File: src/core/msb_pkg.sv
// Shared constants and types for the multidrop scan bridge control block.
package msb_pkg;
  localparam int IR_W     = 8;
  localparam int SLOT_W   = 6;
  localparam int PORTS    = 3;
  localparam int SIG_W    = 16;
  localparam int LOG_W    = 8;
  localparam int LOG_DEPTH = 4;

  // Instruction codes (values of our own choosing).
  localparam logic [7:0] I_BYPASS     = 8'hFF;
  localparam logic [7:0] I_MODE_SEL   = 8'h8E;
  localparam logic [7:0] I_UNPARK     = 8'hE2;
  localparam logic [7:0] I_PARK_RESET = 8'hC5;
  localparam logic [7:0] I_PARK_IDLE  = 8'h84;
  localparam logic [7:0] I_RET_WAIT   = 8'hC3;
  localparam logic [7:0] I_GROUP_SEL  = 8'h03;
  localparam logic [7:0] I_SIG_EN     = 8'h0F;
  localparam logic [7:0] I_SIG_SEL    = 8'h0C;
  localparam logic [7:0] I_SOFT_RST   = 8'h88;

  // Addressing.
  localparam logic [7:0] ADDR_BROADCAST = 8'h3B;
  localparam logic [5:0] ADDR_MCAST_TOP = 6'h0F;
  localparam logic [1:0] ADDR_PAD       = 2'h0;
  localparam logic [1:0] IR_CAPTURE_LOW = 2'h1;

  // Reset values and data register top indices.
  localparam logic [7:0]  MODE_RESET      = 8'h00;
  localparam logic [7:0]  MODE_ALL_SERIAL = 8'h07;
  localparam logic [1:0]  GROUP_RESET     = 2'h0;
  localparam logic [15:0] SIG_RESET       = 16'h0000;
  localparam logic [15:0] SIG_POLY        = 16'hB400;
  localparam logic [3:0]  TOP_BYPASS      = 4'h0;
  localparam logic [3:0]  TOP_MODE        = 4'h7;
  localparam logic [3:0]  TOP_GROUP       = 4'h1;
  localparam logic [3:0]  TOP_SIG         = 4'hF;
  localparam logic [2:0]  SOFT_RESET_TCKS = 3'h5;

  typedef enum logic [3:0] {
    TAP_RESET, TAP_IDLE, TAP_SEL_DR, TAP_CAP_DR, TAP_SH_DR, TAP_EX1_DR, TAP_PA_DR,
    TAP_EX2_DR, TAP_UPD_DR, TAP_SEL_IR, TAP_CAP_IR, TAP_SH_IR, TAP_EX1_IR, TAP_PA_IR,
    TAP_EX2_IR, TAP_UPD_IR
  } msb_tap_t;
  typedef enum logic [2:0] {SEL_WAIT, SEL_ONE, SEL_MCAST, SEL_BCAST, SEL_NONE} msb_sel_t;
  typedef enum logic [1:0] {PARK_RESET, PARK_IDLE, PORT_LIVE} msb_park_t;
endpackage

File: src/core/msb_bridge.sv
// Scan bridge control: backplane TAP, selection, local port parking and log FIFO.
// How it works
// - An unpark request waits until the bridge TAP sits in Run-Test/Idle, then splices the ports enabled in the mode register into the chain.
// - Mode value 00000111 joins all three local ports in series, port 0 first.
// - The mode register keeps its value across deselection and is cleared only in Test-Logic-Reset.
// - The return-to-wait instruction parks every local port in reset and sends selection back to wait-for-address.
// - The park-in-reset instruction holds all three local mode-select outputs high.
// - The group-select instruction puts the two-bit multicast group register into the data path.
// - Multicast address 00111101 selects every bridge whose group register holds 01.
// - The signature-enable instruction starts signature compaction in any selected bridge, multicast included.
// - The signature-select instruction puts the signature register into the data path for readout.
// - The park-in-idle instruction holds live ports in Run-Test/Idle so their instructions stay active.
// - Broadcast address 3B selects every bridge whatever its slot.
// - The soft reset instruction drives all local mode-select outputs high and parks every local port in reset, so they stay high until the next unpark.
// - The bridge's bypass instruction gives a single stage while local chains are in the path.
// - Capture-IR loads 01 into the two low instruction bits and the slot levels above them.
// - At Update-IR in wait, a slot, broadcast or own-group multicast match selects this bridge; any other code leaves it unselected.
`timescale 1ns/1ps

module msb_fifo #(
  parameter int WIDTH = 8,
  parameter int DEPTH = 4
) (
  // Clock and reset.
  input  wire logic             clk_sys_in,
  input  wire logic             rst_n_in,
  // Fill side.
  input  wire logic [WIDTH-1:0] in_data_in,
  input  wire logic             in_valid_in,
  output logic                  in_ready_out,
  // Drain side.
  output logic [WIDTH-1:0]      out_data_out,
  output logic                  out_valid_out,
  input  wire logic             out_ready_in
);
  localparam int AW = $clog2(DEPTH);
  logic [WIDTH-1:0] mem [DEPTH];
  logic [AW-1:0]    wr_ptr;
  logic [AW-1:0]    rd_ptr;
  logic [AW:0]      count;
  wire              push = in_valid_in && in_ready_out;
  wire              pop  = out_valid_out && out_ready_in;

  // Full and empty come straight from the occupancy count.
  assign in_ready_out  = (count < (AW+1)'(DEPTH));
  assign out_valid_out = (count != '0);
  assign out_data_out  = mem[rd_ptr];

  // Pointers wrap at the depth so a non-power-of-two depth still works.
  always_ff @(posedge clk_sys_in or negedge rst_n_in) begin
    if (!rst_n_in) begin
      wr_ptr <= '0;
      rd_ptr <= '0;
      count  <= '0;
    end else begin
      if (push) wr_ptr <= (wr_ptr == AW'(DEPTH-1)) ? '0 : wr_ptr + 1'b1;
      if (pop) rd_ptr <= (rd_ptr == AW'(DEPTH-1)) ? '0 : rd_ptr + 1'b1;
      count <= count + (AW+1)'(push) - (AW+1)'(pop);
    end
  end

  // Storage has no reset; only written slots are ever presented.
  always_ff @(posedge clk_sys_in) begin
    if (push) mem[wr_ptr] <= in_data_in;
  end
endmodule

module msb_bridge (
  // System clock and reset.
  input  wire logic       clk_sys_in,
  input  wire logic       rst_n_in,
  // Backplane test port.
  input  wire logic       bp_clk_in,
  input  wire logic       bp_mode_in,
  input  wire logic       bp_data_in,
  output logic            bp_data_out,
  output logic            bp_data_oe_out,
  input  wire logic [5:0] slot_in,
  // Local scan ports.
  output logic            local_clk_out,
  output logic [2:0]      local_mode_select_out,
  output logic [2:0]      local_data_out,
  input  wire logic [2:0] local_data_in,
  // Instruction log stream.
  output logic [7:0]      log_data_out,
  output logic            log_valid_out,
  input  wire logic       log_ready_in,
  output logic            log_space_out
);
  localparam int NP = msb_pkg::PORTS;
  localparam int SW = 3 + msb_pkg::SLOT_W + NP;

  logic [SW-1:0]     pin_meta;
  logic [SW-1:0]     pin_sync;
  logic              clk_q;
  msb_pkg::msb_tap_t tap;
  msb_pkg::msb_tap_t next_tap;
  msb_pkg::msb_sel_t sel;
  msb_pkg::msb_park_t park [NP];
  logic [7:0]        ir_sh;
  logic [7:0]        instr;
  logic [15:0]       dr_sh;
  logic [15:0]       next_dr;
  logic [15:0]       cap_dr;
  logic [3:0]        dr_top;
  logic [7:0]        mode;
  logic [1:0]        group;
  logic [15:0]       sig;
  logic              sig_on;
  logic              unpark_pend;
  logic [2:0]        soft_cnt;
  logic [NP:0]       stage;
  logic [NP-1:0]     live_mask;
  logic [NP-1:0]     next_local_mode;

  // Every pin passes two flops; only the second stage feeds logic.
  always_ff @(posedge clk_sys_in or negedge rst_n_in) begin
    if (!rst_n_in) begin
      pin_meta <= '0;
      pin_sync <= '0;
      clk_q    <= 1'b0;
    end else begin
      pin_meta <= {bp_clk_in, bp_mode_in, bp_data_in, slot_in, local_data_in};
      pin_sync <= pin_meta;
      clk_q    <= pin_sync[SW-1];
    end
  end

  wire             tck_s    = pin_sync[SW-1];
  wire             tms_s    = pin_sync[SW-2];
  wire             tdi_s    = pin_sync[SW-3];
  wire [5:0]       slot_s   = pin_sync[NP +: msb_pkg::SLOT_W];
  wire [NP-1:0]    ret_s    = pin_sync[NP-1:0];
  wire             tck_rise = tck_s && !clk_q;
  wire             tck_fall = !tck_s && clk_q;
  wire             sel_any  = (sel == msb_pkg::SEL_ONE) || (sel == msb_pkg::SEL_MCAST) ||
                              (sel == msb_pkg::SEL_BCAST);
  wire             upd_ir   = tck_rise && (tap == msb_pkg::TAP_UPD_IR);
  wire             upd_dr   = tck_rise && (tap == msb_pkg::TAP_UPD_DR) && sel_any;
  wire             chain_tail = stage[NP];
  wire             soft_on  = (soft_cnt != 3'h0);
  wire             sig_fb   = sig[15] ^ chain_tail;
  wire [15:0]      sig_step = {sig[14:0], 1'b0} ^ (sig_fb ? msb_pkg::SIG_POLY : 16'h0000);
  wire             is_bcast = (ir_sh == msb_pkg::ADDR_BROADCAST);
  wire             is_mcast = (ir_sh[7:2] == msb_pkg::ADDR_MCAST_TOP) && (ir_sh[1:0] == group);
  wire             is_slot  = (ir_sh == {msb_pkg::ADDR_PAD, slot_s});

  // Live ports are spliced in series, lowest port nearest the backplane input.
  assign stage[0] = tdi_s;
  for (genvar n = 0; n < NP; n++) begin : g_port
    assign live_mask[n]       = (park[n] == msb_pkg::PORT_LIVE);
    assign stage[n+1]         = live_mask[n] ? ret_s[n] : stage[n];
    assign next_local_mode[n] = (soft_on || park[n] == msb_pkg::PARK_RESET) ? 1'b1 :
                                (park[n] == msb_pkg::PARK_IDLE) ? 1'b0 : tms_s;
  end

  // Standard TAP sequencing on each backplane clock rise.
  always_comb begin
    case (tap)
      msb_pkg::TAP_RESET:  next_tap = tms_s ? msb_pkg::TAP_RESET  : msb_pkg::TAP_IDLE;
      msb_pkg::TAP_IDLE:   next_tap = tms_s ? msb_pkg::TAP_SEL_DR : msb_pkg::TAP_IDLE;
      msb_pkg::TAP_SEL_DR: next_tap = tms_s ? msb_pkg::TAP_SEL_IR : msb_pkg::TAP_CAP_DR;
      msb_pkg::TAP_CAP_DR: next_tap = tms_s ? msb_pkg::TAP_EX1_DR : msb_pkg::TAP_SH_DR;
      msb_pkg::TAP_SH_DR:  next_tap = tms_s ? msb_pkg::TAP_EX1_DR : msb_pkg::TAP_SH_DR;
      msb_pkg::TAP_EX1_DR: next_tap = tms_s ? msb_pkg::TAP_UPD_DR : msb_pkg::TAP_PA_DR;
      msb_pkg::TAP_PA_DR:  next_tap = tms_s ? msb_pkg::TAP_EX2_DR : msb_pkg::TAP_PA_DR;
      msb_pkg::TAP_EX2_DR: next_tap = tms_s ? msb_pkg::TAP_UPD_DR : msb_pkg::TAP_SH_DR;
      msb_pkg::TAP_UPD_DR: next_tap = tms_s ? msb_pkg::TAP_SEL_DR : msb_pkg::TAP_IDLE;
      msb_pkg::TAP_SEL_IR: next_tap = tms_s ? msb_pkg::TAP_RESET  : msb_pkg::TAP_CAP_IR;
      msb_pkg::TAP_CAP_IR: next_tap = tms_s ? msb_pkg::TAP_EX1_IR : msb_pkg::TAP_SH_IR;
      msb_pkg::TAP_SH_IR:  next_tap = tms_s ? msb_pkg::TAP_EX1_IR : msb_pkg::TAP_SH_IR;
      msb_pkg::TAP_EX1_IR: next_tap = tms_s ? msb_pkg::TAP_UPD_IR : msb_pkg::TAP_PA_IR;
      msb_pkg::TAP_PA_IR:  next_tap = tms_s ? msb_pkg::TAP_EX2_IR : msb_pkg::TAP_PA_IR;
      msb_pkg::TAP_EX2_IR: next_tap = tms_s ? msb_pkg::TAP_UPD_IR : msb_pkg::TAP_SH_IR;
      msb_pkg::TAP_UPD_IR: next_tap = tms_s ? msb_pkg::TAP_SEL_DR : msb_pkg::TAP_IDLE;
      default:             next_tap = msb_pkg::TAP_RESET;
    endcase
  end

  // The active instruction picks the data register length and its capture value.
  always_comb begin
    case (instr)
      msb_pkg::I_MODE_SEL:  dr_top = msb_pkg::TOP_MODE;
      msb_pkg::I_GROUP_SEL: dr_top = msb_pkg::TOP_GROUP;
      msb_pkg::I_SIG_SEL:   dr_top = msb_pkg::TOP_SIG;
      default:              dr_top = msb_pkg::TOP_BYPASS;
    endcase
    case (instr)
      msb_pkg::I_MODE_SEL:  cap_dr = {8'h00, mode};
      msb_pkg::I_GROUP_SEL: cap_dr = {14'h0000, group};
      msb_pkg::I_SIG_SEL:   cap_dr = sig;
      default:              cap_dr = 16'h0000;
    endcase
    next_dr         = dr_sh >> 1;
    next_dr[dr_top] = chain_tail;
  end

  // Scan registers shift in every bridge so that addressing reaches all of them.
  always_ff @(posedge clk_sys_in or negedge rst_n_in) begin
    if (!rst_n_in) begin
      tap   <= msb_pkg::TAP_RESET;
      ir_sh <= msb_pkg::I_BYPASS;
      dr_sh <= 16'h0000;
    end else if (tck_rise) begin
      tap <= next_tap;
      if (tap == msb_pkg::TAP_CAP_IR) ir_sh <= {slot_s, msb_pkg::IR_CAPTURE_LOW};
      if (tap == msb_pkg::TAP_SH_IR) ir_sh <= {chain_tail, ir_sh[7:1]};
      if (tap == msb_pkg::TAP_CAP_DR) dr_sh <= cap_dr;
      if (tap == msb_pkg::TAP_SH_DR) dr_sh <= next_dr;
    end
  end

  // Selection, instruction execution and port parking.
  always_ff @(posedge clk_sys_in or negedge rst_n_in) begin
    if (!rst_n_in) begin
      sel         <= msb_pkg::SEL_WAIT;
      instr       <= msb_pkg::I_BYPASS;
      mode        <= msb_pkg::MODE_RESET;
      group       <= msb_pkg::GROUP_RESET;
      sig         <= msb_pkg::SIG_RESET;
      sig_on      <= 1'b0;
      unpark_pend <= 1'b0;
      soft_cnt    <= 3'h0;
      for (int n = 0; n < NP; n++) park[n] <= msb_pkg::PARK_RESET;
    end else if (tck_rise) begin
      if (soft_on) soft_cnt <= soft_cnt - 3'h1;
      if (tap == msb_pkg::TAP_RESET) begin
        sel         <= msb_pkg::SEL_WAIT;
        instr       <= msb_pkg::I_BYPASS;
        mode        <= msb_pkg::MODE_RESET;
        group       <= msb_pkg::GROUP_RESET;
        sig_on      <= 1'b0;
        unpark_pend <= 1'b0;
        for (int n = 0; n < NP; n++) park[n] <= msb_pkg::PARK_RESET;
      end else if (upd_ir && ir_sh == msb_pkg::I_RET_WAIT) begin
        sel         <= msb_pkg::SEL_WAIT;
        instr       <= msb_pkg::I_BYPASS;
        unpark_pend <= 1'b0;
        for (int n = 0; n < NP; n++) park[n] <= msb_pkg::PARK_RESET;
      end else if (upd_ir && sel == msb_pkg::SEL_WAIT) begin
        instr <= msb_pkg::I_BYPASS;
        if (is_bcast) sel <= msb_pkg::SEL_BCAST;
        else if (is_mcast) sel <= msb_pkg::SEL_MCAST;
        else if (is_slot) sel <= msb_pkg::SEL_ONE;
        else sel <= msb_pkg::SEL_NONE;
      end else if (upd_ir && sel_any) begin
        instr <= ir_sh;
        case (ir_sh)
          msb_pkg::I_UNPARK:  unpark_pend <= 1'b1;
          msb_pkg::I_SIG_EN:  sig_on <= 1'b1;
          msb_pkg::I_SOFT_RST: begin
            soft_cnt <= msb_pkg::SOFT_RESET_TCKS;
            for (int n = 0; n < NP; n++) park[n] <= msb_pkg::PARK_RESET;
          end
          msb_pkg::I_PARK_RESET: begin
            for (int n = 0; n < NP; n++) park[n] <= msb_pkg::PARK_RESET;
          end
          msb_pkg::I_PARK_IDLE: begin
            for (int n = 0; n < NP; n++) begin
              if (live_mask[n]) park[n] <= msb_pkg::PARK_IDLE;
            end
          end
          default: ;
        endcase
      end else begin
        // Unpark waits for Run-Test/Idle so bridge and local TAPs move in step.
        if (unpark_pend && tap == msb_pkg::TAP_IDLE) begin
          unpark_pend <= 1'b0;
          for (int n = 0; n < NP; n++) begin
            park[n] <= mode[n] ? msb_pkg::PORT_LIVE : park[n];
          end
        end
        if (upd_dr && instr == msb_pkg::I_MODE_SEL) mode <= dr_sh[7:0];
        if (upd_dr && instr == msb_pkg::I_GROUP_SEL) group <= dr_sh[1:0];
        if (sig_on && tap == msb_pkg::TAP_SH_DR) sig <= sig_step;
      end
    end
  end

  // Outputs are registered; the backplane answer changes on the falling test clock.
  always_ff @(posedge clk_sys_in or negedge rst_n_in) begin
    if (!rst_n_in) begin
      bp_data_out           <= 1'b1;
      bp_data_oe_out        <= 1'b0;
      local_clk_out         <= 1'b0;
      local_mode_select_out <= 3'h7;
      local_data_out        <= 3'h0;
    end else begin
      local_clk_out         <= tck_s;
      local_mode_select_out <= next_local_mode;
      local_data_out        <= stage[NP-1:0];
      if (tck_fall) begin
        bp_data_out    <= (tap == msb_pkg::TAP_SH_IR) ? ir_sh[0] : dr_sh[0];
        bp_data_oe_out <= (sel == msb_pkg::SEL_ONE) &&
                          (tap == msb_pkg::TAP_SH_IR || tap == msb_pkg::TAP_SH_DR);
      end
    end
  end

  // Each instruction updated while this bridge is selected is logged; a full log drops words, shown by log_space_out.
  msb_fifo #(.WIDTH(msb_pkg::LOG_W), .DEPTH(msb_pkg::LOG_DEPTH)) u_log (
    .clk_sys_in   (clk_sys_in),
    .rst_n_in     (rst_n_in),
    .in_data_in   (ir_sh),
    .in_valid_in  (upd_ir && sel_any),
    .in_ready_out (log_space_out),
    .out_data_out (log_data_out),
    .out_valid_out(log_valid_out),
    .out_ready_in (log_ready_in)
  );
endmodule

File: config.mk
export PLATFORM = sky130hd
export DESIGN_NAME = msb_bridge
export DESIGN_NICKNAME = d
export VERILOG_FILES = /design/src/core/msb_pkg.sv /design/src/core/msb_bridge.sv
export SDC_FILE = /design/constraint.sdc
export NUM_CORES = 1
export LEC_CHECK = 0
export BUFFER_PORTS_ARGS = -buffer_cell sky130_fd_sc_hd__buf_2
export CAP_MARGIN = 20
export CORE_ASPECT_RATIO = 1.5
export CORE_MARGIN = 5
export CORE_UTILIZATION = 61
export DETAILED_ROUTE_END_ITERATION = 10
export PLACE_DENSITY = 0.8
export SETUP_SLACK_MARGIN = 0.1
export SLEW_MARGIN = 20
export SYNTH_ARGS = -nofsm -noshare
export SYNTH_HDL_FRONTEND = slang
export SYNTH_SLANG_ARGS = --single-unit
File: constraint.sdc
create_clock -name clk_sys_in -period 3 [get_ports clk_sys_in]
set_input_delay 0.3 -clock clk_sys_in [delete_from_list [all_inputs] [get_ports clk_sys_in]]
set_output_delay 0.3 -clock clk_sys_in [all_outputs]
set_load 0.1 [all_outputs]
; Yosys cells after proc, flatten, opt, wreduce, memory -nomap -nowiden
; Memory sizes are Yosys's and may differ from the RTL's.
; Index checks and enable logic that the tools add are counted.
[totals]
ff_bits = 116
mem_bits_rw = 32
in_bits = 15
output_inout_bits = 19
memories = 1
[mem_list]
columns = name, depth, width, read_ports, rd_ports_with_merged_regs, write_ports, line
row1 = u_log.mem, 4, 8, 1, 0, 1, msb_bridge.sv:37  ; logic [WIDTH-1:0] mem [DEPTH];
[op_classes]
n_addsub = 5
n_lt_le_gt_ge = 3
n_eq_ne = 48
muxes = 86
bitwise = 6
n_reduce_logical = 60
[op_table]
columns = operator, count
row1 = 2-to-1 mux 8 bit, 11
row2 = "== test 8 bit, second input constant", 6
row3 = 2-to-1 mux 16 bit, 3
row4 = one-hot mux 16 bit (3 select lines), 1
row5 = one-hot mux 4 bit (12 select lines), 1
row6 = 2-to-1 mux 3 bit, 14
row7 = "== test 4 bit, second input constant", 8
row8 = 2-to-1 mux 2 bit, 16
row9 = 2-to-1 mux 6 bit, 5
row10 = 2-to-1 mux 1 bit, 27
row11 = AND reduction 6 bit, 4
row12 = "!= test 5 bit, second input constant", 4
row13 = nonzero test 4 bit, 5
row14 = logical AND 1 bit, 17
row15 = bitwise mux 16 bit, 1
row16 = "== test 4 x 3 -> 1 bit, second input constant", 4
row17 = "== test 8 x 4 -> 1 bit, second input constant", 2
row18 = 2-to-1 mux 4 bit, 4
row19 = bitwise XOR 16 bit, 1
row20 = AND reduction 5 bit, 3
row21 = one-hot mux 4 bit (3 select lines), 1
row22 = one-hot mux 6 bit (2 select lines), 1
row23 = nonzero test 2 bit, 6
row24 = "== test 2 bit, second input constant", 5
row25 = other kinds (33), 58

; Logic depth before layout (Yosys ltp)
; Gate-level depths: netlist of the first run.
[logic_depth]
depth_word = 10
ltp_mapped = 9
ltp_nobuf = 9

; Modules after synthesis
; Synthesis of the first run repeated with hierarchy kept, for this count alone.
[unflattened]
cells_unflattened = 547
area_unflattened_um2 = 6563.8
[by_module_without_submodules]
columns = mod, n_inst, cells_each, area_per_inst_um2, seq_area_each_um2
row1 = msb_bridge, 1, 467, 4937.2, 2502.4
row2 = msb_fifo, 1, 80, 1626.6, 1136.1

; Worst setup path after synthesis of the first run
; Ideal clock, no wire load.
[synth_timing]
path_kind = register to register
startpoint = register u_log.count[2]
endpoint = register u_log.count[2]
setup_time_ns = 0.123
t_arrival_ns = 3.465
required_time_ns = 2.877
slack_ns = -0.588
path_stages_with_launch = 10
period_less_slack_ns = 3.588
cell_sequence = dfrtp_1 inv_1 nand3_1 nand2_1 inv_1 ha_1 inv_1 ha_1 fa_1 xnor2_1
[synth_via]
elab_chain_cells = 4
word_cells_on_any_way = 6
classes_between = add/sub: 2 / order compare: 1 / reduce/logical: 3
[synth_rtl]
columns = element, line
row1 = start: declaration, msb_bridge.sv:40  ; logic [AW:0] count;
row2 = start signal: assignment, msb_bridge.sv:58  ; count <= count + (AW+1)'(push) - (AW+1)'(pop);
row3 = < comparator 3 bit, msb_bridge.sv:45  ; assign in_ready_out = (count < (AW+1)'(DEPTH));
row4 = named net log_space_out, msb_bridge.sv:88  ; output logic log_space_out
row5 = logical AND 1 bit, msb_bridge.sv:41  ; wire push = in_valid_in && in_ready_out;
row6 = adder 3 x 1 -> 3 bit, msb_bridge.sv:58
row7 = subtractor 3 x 1 -> 3 bit, msb_bridge.sv:58
; The timed path passes the listed nets, and every way through them passes these cells.
; A chain may end at the register's enable or synchronous reset.

; Final worst setup path of the first run
[layout_timing]
startpoint = register tap[2]
endpoint = register u_log.count[1]
[layout_via]
elab_chain_cells = 6
[layout_rtl]
columns = element, line
row1 = start: declaration, msb_bridge.sv:96  ; msb_pkg::msb_tap_t tap;
row2 = start signal: assignment, msb_bridge.sv:201  ; tap <= msb_pkg::TAP_RESET;
row3 = start signal: assignment, msb_bridge.sv:205  ; tap <= next_tap;
row4 = == test 4 bit, msb_bridge.sv:138  ; wire upd_ir = tck_rise && (tap == msb_pkg::TAP_UPD_IR);
row5 = logical AND 1 bit, msb_bridge.sv:138
row6 = logical AND 1 bit, msb_bridge.sv:305  ; .in_valid_in (upd_ir && sel_any),
row7 = logical AND 1 bit, msb_bridge.sv:41
row8 = named net u_log.push, msb_bridge.sv:41
row9 = adder 3 x 1 -> 3 bit, msb_bridge.sv:58
row10 = subtractor 3 x 1 -> 3 bit, msb_bridge.sv:58
; The timed path passes the listed nets, and every way through them passes these cells.

==> flow_summary.toml, run 1 <==
[worst_setup_path]
reg2reg_slack_ns = 0.48
worstReg2RegEnd = "u_log.count[1]"
crit_fanout = 18
path_class = "register to register"
endpoint = "u_log.count[1]"
cp.required_ns = 3.29
r2r-start = "tap[2]"
critPathCaptureType = "register"
worst-r2r-cell-count = 5
arrival_ns = 2.81
start_kind = "register"
cp-startpoint = "tap[2]"

[yosys]
syn_avg_cell_area_sq_um = 11.5
yosysSeqAreaShare_pct = 57.1
ys_types = 69
synthArstFlopShare_pct = 76.8
ys.flop_type = "dfrtp_1"
syn_inst = 556
ys_ff_latch = 138
synth_edf_count = 32
ys_warn_count = 0
synth_nets = 581
syn_area_sq_um = 6370

[clock_network]
cts.htree.levels = 4
clkTransAtPathRegs_ns = 0.06
ctsLongestPathBuffers = 2
root_buffer = "clkbuf_16"
insertion_delay_ns = 0.42
cts_sinks = 138
numCtsBuffers = 17
post_cts_buffers = 0
cts_tree = "built"

[drt]
remaining_drc_errors = 0
ant_nets = 0
wl_per_cell_microns = 18.3
dr.pass1.iters = 5
drt_iter0_drc = 271
vias = 4422
wirelength_microns = 13800
routed_via_density = 5.86

[layout]
area_growth_pct = 16.4
drive_gt1_share_pct = 20.7
final_common_cell = "dfrtp_1"
layout_common_cells = "dfrtp_1 (86), nand2_1 (59), buf_2 (32), edfxtp_1 (32), nor2_1 (30)"
final_nets = 625
instances_no_fill = 754
diodes = 0

[timing]
setup_tns_ns = 0
post-route-period-util_pct = 84.1
worst_pin_slew_ns = 0.847
rsz0062_at_grt = "no"
finalMaxSlewViolations = 0
fin_hold_ws_ns = -0.0284
fin_skew_ns = 0.00804
min_period_ns = 2.52
hold_violations = 29
fmax_ghz = 0.396
setup_violations = 0
max_slew_margin_pct = 43.5

[power_and_ir_drop]
power_density_nw_per_um2 = 921
peakVddDrop_v = 0.000497
p_leak_uw = 0.00322

[floorplanning]
die_x_microns = 93.4
core_sq_um = 10200
start_util_pct = 62.5
io_pins = 34
die-area_sq_um = 12600
core.rowCount = 45
fp.dieH_microns = 135

[global_routing]
grt_max_degree = 68
first_global_vias = 4610
gr-usage-all-layers_pct = 23.7
grt_pass1_wl_microns = 22900
gr-total-overflow = 0
antenna_found_initial = 0

[min_path]
hold_path_class = "input port to asynchronous set/reset pin"

[place]
hpwl_microns = 9200
place_congestion = 0.879
portBuffers = 33
dp_cells = 710

[status]
violations = "hold timing"
status = "complete, but fails checks"

[run]
drv_cap = 0
## worst min path at each step
| stage | slack, ns | depth (start not counted) | start | endpoint |
|---|---|---|---|---|
| after floorplan | 0.004 | 0 | rst_n_in | bp_data_oe_out |
| after global placement | 0.33 | 0 | pin_meta[6] | pin_sync[6] |
| after detailed placement | 0.34 | 0 | pin_meta[6] | pin_sync[6] |
| after CTS | 0.008 | 1 | rst_n_in | park[2] |
| after global routing | 0.06 | 1 | rst_n_in | park[2] |
| final | -0.03 | 1 | rst_n_in | park[2] |
## kinds of logic (layout without fill, tap and decap cells)
logic type | Yosys count | after routing | synth area share (%)
xor gates and xnor gates | 19 | 19 | 2.61
adders and majority gates | 10 | 10 | 2.08
and+or+nand+nor | 182 | 182 | 15.2
buffers and inverters | 58 | 115 | 3.67
AOI/OAI and AO/OA | 117 | 117 | 12.6
muxes | 32 | 32 | 6.70
DFF | 138 | 138 | 57.1
## where the power goes
group / switching, uW / total [uW] / internal, uW
Sequential: 430 / 2720 / 2290
Combinational: 1310 / 1930 / 621
Clock: 778 / 2180 / 1400
Total: 2520 / 6830 / 4310
## per-stage QoR
step                      util, %  area (sq um)  hold WS [ns]  total power (uW)  setup WS (ns)
after global routing         72.7          7410        0.0553              7140          0.299
after detailed placement     65.4          6670         0.336              4630          0.500
after global placement       65.4          6670         0.331              4540          0.568
after floorplan                 -          6380       0.00441              4170          0.166
after CTS                    72.7          7410       0.00758              6840          0.495
final                        72.7          7410       -0.0284              6830          0.477
## cell type report
cell class              count  area, sq um
clock buffers              22          485
clock inverters            10          139
fillers                   684         2780
inverters                  28          109
multi-input cells         360         2500
flip-flops and latches    138         3640
well taps                 141          176
repair buffers             55          363
## registers in the layout, summed over array words and instances, names as in the netlist, 2 cells and up
signal                 count
u_log.mem                 32
soft_cnt                   3
instr                      8
dr_sh                     16
local_data_out             3
local_mode_select_out      3
pin_sync                  12
pin_meta                  12
sel                        3
u_log.count                3
ir_sh                      8
u_log.rd_ptr               2
mode                       8
sig                        6
tap                        4
group                      2
park                       6
u_log.wr_ptr               2
## what timing repair did
item | 4_1_cts | 5_1_grt
resized for setup | 0 | 0
hold buffers | 12 | 0
endpoints found under the hold margin | 12 | 0
endpoints found under the setup margin | 0 | 0
## Yosys cell counts (all sizes together), types with 6 or more instances
cell / count / share of area, %
inv: 28 / 1.6
nand3: 6 / 0.47
nor3: 7 / 0.55
nand2: 60 / 3.6
o21ai: 39 / 3.5
mux4: 8 / 2.8
nor2b: 8 / 0.79
and3: 23 / 2.3
edfxtp: 32 / 15
mux2i: 19 / 3.0
a21oi: 27 / 2.1
nand2b: 9 / 0.88
nor4: 6 / 0.69
buf: 9 / 0.77
xor2: 10 / 1.4
dfrtp: 86 / 34
dfstp: 20 / 8.2
clkbuf: 21 / 1.3
xnor2: 9 / 1.2
nor2: 31 / 1.9
ha: 9 / 1.8
## critical path: stages (launching register included)
cell	delay (ns)
dfrtp_1	0.64
nand4_1	0.24
or3_1	0.46
nor2_1	0.40
ha_1	0.26
fa_1	0.41
## per-layer routing
| metal | wire length (microns) | GRT usage [%] | part of all wire [%] |
|---|---|---|---|
| met5 | 0 | 0 | 0 |
| met4 | 306 | 9.70 | 2.2 |
| met3 | 568 | 5.95 | 4.1 |
| met2 | 7690 | 42.7 | 56 |
| met1 | 5200 | 26.4 | 38 |
(Power assumes the default switching activity.)
==> run 2, diff against run 1 <==
--- a/config.mk
+++ b/config.mk
@@ -5,6 +5,7 @@
 export SDC_FILE = /design/constraint.sdc
 export NUM_CORES = 1
 export LEC_CHECK = 0
+export ABC_AREA = 1
 export BUFFER_PORTS_ARGS = -buffer_cell sky130_fd_sc_hd__buf_2
 export CAP_MARGIN = 20
 export CORE_ASPECT_RATIO = 1.5
==> constraint.sdc (replaced) <==
create_clock -name clk_sys_in -period 2.5 [get_ports clk_sys_in]
set_input_delay 0.25 -clock clk_sys_in [delete_from_list [all_inputs] [get_ports clk_sys_in]]
set_output_delay 0.25 -clock clk_sys_in [all_outputs]
set_load 0.1 [all_outputs]
==> flow_summary.toml, run 2 <==
[status]
status = "completed"

[global_routing]
antenna_found_initial = 0
gr-usage-all-layers_pct = 25.0
first_global_vias = 5311
gr-total-overflow = 0
grt_pass1_wl_microns = 24800
grt_max_degree = 54

[run]
drv_cap = 0

[worst_setup_path]
path_class = "register to output port"
cp.required_ns = 2.25
critPathMaxStageDelay_ns = 0.57
crit_fanout = 19
path_delay_family = "buffers and inverters"
critPathCaptureType = "output port"
arrival_ns = 2.04
cp_cell_sequence = "clkinvlp_4, buf_4, nor2_1, o22ai_2, buf_2"
critPathSlowestCell = "dfrtp_2"
critPathBufInv = 3
start_kind = "register"

[min_path]
hold_path_class = "input port to register"

[yosys]
ys_ff_latch = 138
synthSimpleGateAreaFrac_pct = 23.5
syn_avg_cell_area_sq_um = 8.97
synth_edf_count = 32
synth.top_cells.by_count = "nand2_1 (149), nor2_1 (93), dfrtp_1 (86)"
syn_area_sq_um = 6460
synth_top_area_share_pct = 33.3
syn_inst = 720
synth.most_common_cell = "nand2_1"
ys_types = 40
synth.area.top_cells = "dfrtp_1 (33%), edfxtp_1 (15%), nand2_1 (8.7%), dfstp_2 (8.1%), nor2_1 (5.4%)"
yosysSeqAreaShare_pct = 56.3
synth_top_cell_by_area = "dfrtp_1"
synth_nets = 745
synthArstFlopShare_pct = 76.8
ys.flop_type = "dfrtp_1"
muxShareOfSynthArea_pct = 0
synth_compound_area_share_pct = 11.4
synth_xor_area_share_pct = 0.678
synthAdderAreaFrac_pct = 2.05
synth_top_family_by_area = "simple AND/OR/NAND/NOR gates"
ys_warn_count = 0

[layout]
largest-register = "u_log.mem"
area_growth_pct = 18.7
drive_gt1_share_pct = 19.7
final_nets = 804
diodes = 0
layout_common_cells = "nand2_1 (149), nor2_1 (93), dfrtp_1 (85)"
final_common_cell = "nand2_1"
fin_util_pct = 73.2
reg_top3 = "u_log.mem: 32 flops, dr_sh: 16 flops"
largest_reg_flops = 32
nFillCells = 745
final_area_sq_um = 7670

[drt]
ant_nets = 0
wl_per_cell_microns = 15.6
vias = 5245
dr.pass1.iters = 5
remaining_drc_errors = 0
drt_iter0_drc = 449
routed_via_density = 5.60
wirelength_microns = 14600

[floorplanning]
fp.dieH_microns = 136
core_sq_um = 10500
die-area_sq_um = 12800
core.rowCount = 46
start_util_pct = 61.7
die_x_microns = 94.0
io_pins = 34

[timing]
finalMaxSlewViolations = 0
hold_violations = 0
fmax_ghz = 0.436
fin_skew_ns = 0.00657
rsz0062_at_grt = "yes"
max_slew_margin_pct = 59.5
worst_pin_slew_ns = 0.606
min_period_ns = 2.29
setup_violations = 0
post-route-period-util_pct = 91.7

[clock_network]
clkTransAtPathRegs_ns = 0.06
cts_sinks = 138
cts.htree.levels = 4
root_buffer = "clkbuf_16"
numCtsBuffers = 17
insertion_delay_ns = 0.42
ctsLongestPathBuffers = 2
cts_tree = "built"

[power_and_ir_drop]
peakVddDrop_v = 0.000805
power_density_nw_per_um2 = 1250
p_leak_uw = 0.00345

[place]
portBuffers = 33
placed_area_sq_um = 6880
hpwl_microns = 10100
place_congestion = 0.891
## run 2: stage by stage
| step | hold WS [ns] | total power [uW] | worst slack (ns) | instances | setup TNS, ns |
|---|---|---|---|---|---|
| 6_report | 0.195 | 9590 | 0.208 | 936 | 0 |
| 5_1_grt | 0.203 | 10100 | 0.0664 | 936 | 0 |
| 4_1_cts | 0.193 | 9550 | 0.146 | 932 | 0 |
| 3_5_place_dp | 0.194 | 6870 | 0.468 | 887 | 0 |
| 3_3_place_gp | 0.189 | 6740 | 0.493 | 887 | 0 |
| 2_1_floorplan | -0.0456 | 6170 | -0.135 | 720 | -0.147 |
## run 2: worst min-delay path, delay by kind of cell
| kind | cells | cell delay (ns) |
|---|---|---|
| compound gates | 1 | 0.07 |
| buf+inv | 1 | 0.09 |
| simple gates | 1 | 0.16 |
## run 2: where the power goes
group	internal, uW	switching [uW]
logic	938	2740
registers	2840	453
clock network	1670	951
## run 2: path summary, 6_finish.rpt
kind,startpoint,slack [ns],cells after the start,to
min in group asynchronous,rst_n_in,0.30,2,sig_on
worst max register to register,tap[0],0.39,7,u_log.mem[2][6]
max in group asynchronous,rst_n_in,1.46,3,local_mode_select_out[1]
worst min-delay path,log_ready_in,0.20,3,u_log.rd_ptr[1]
worst max-delay path,u_log.rd_ptr[0],0.21,5,log_data_out[5]
worst min register to register,pin_meta[9],0.35,0,pin_sync[9]
## run 2: final cells by class
| type | instances | area [sq um] | area share [%] |
|---|---|---|---|
| clock buffers | 17 | 425 | 5.55 |
| clock inverters | 15 | 199 | 2.59 |
| inverters | 78 | 303 | 3.95 |
| multi-input cells | 486 | 2520 | 32.9 |
| flip-flops and latches | 138 | 3640 | 47.5 |
| well taps | 144 | 180 | 2.35 |
| repair buffers | 58 | 400 | 5.22 |
## run 2: cell families (layout without fill, tap and decap cells)
logic type | after synthesis | after routing
xor+xnor | 5 | 5
flops | 138 | 138
buf+inv | 96 | 168
simple gates | 342 | 342
fa+ha+maj | 10 | 10
compound gates | 129 | 129
## run 2: timing repair
item,4_1_cts,5_1_grt
gates cloned,0,0
buffers inserted,0,4
endpoints found under the setup margin,6,8
hold endpoints to repair,22,0
resized for setup,1,2
hold buffers,13,0
## run 2: metal layers
layer / share of wire (%) / up-vias / wire length [microns] / track usage [%]
met3: 4.0 / 48 / 591 / 5.32
met5: 0 / - / 0 / 0
met2: 56 / 162 / 8150 / 45.8
li1: - / 2501 / - / -
met4: 3.5 / 0 / 518 / 12.9
met1: 37 / 2534 / 5390 / 26.7
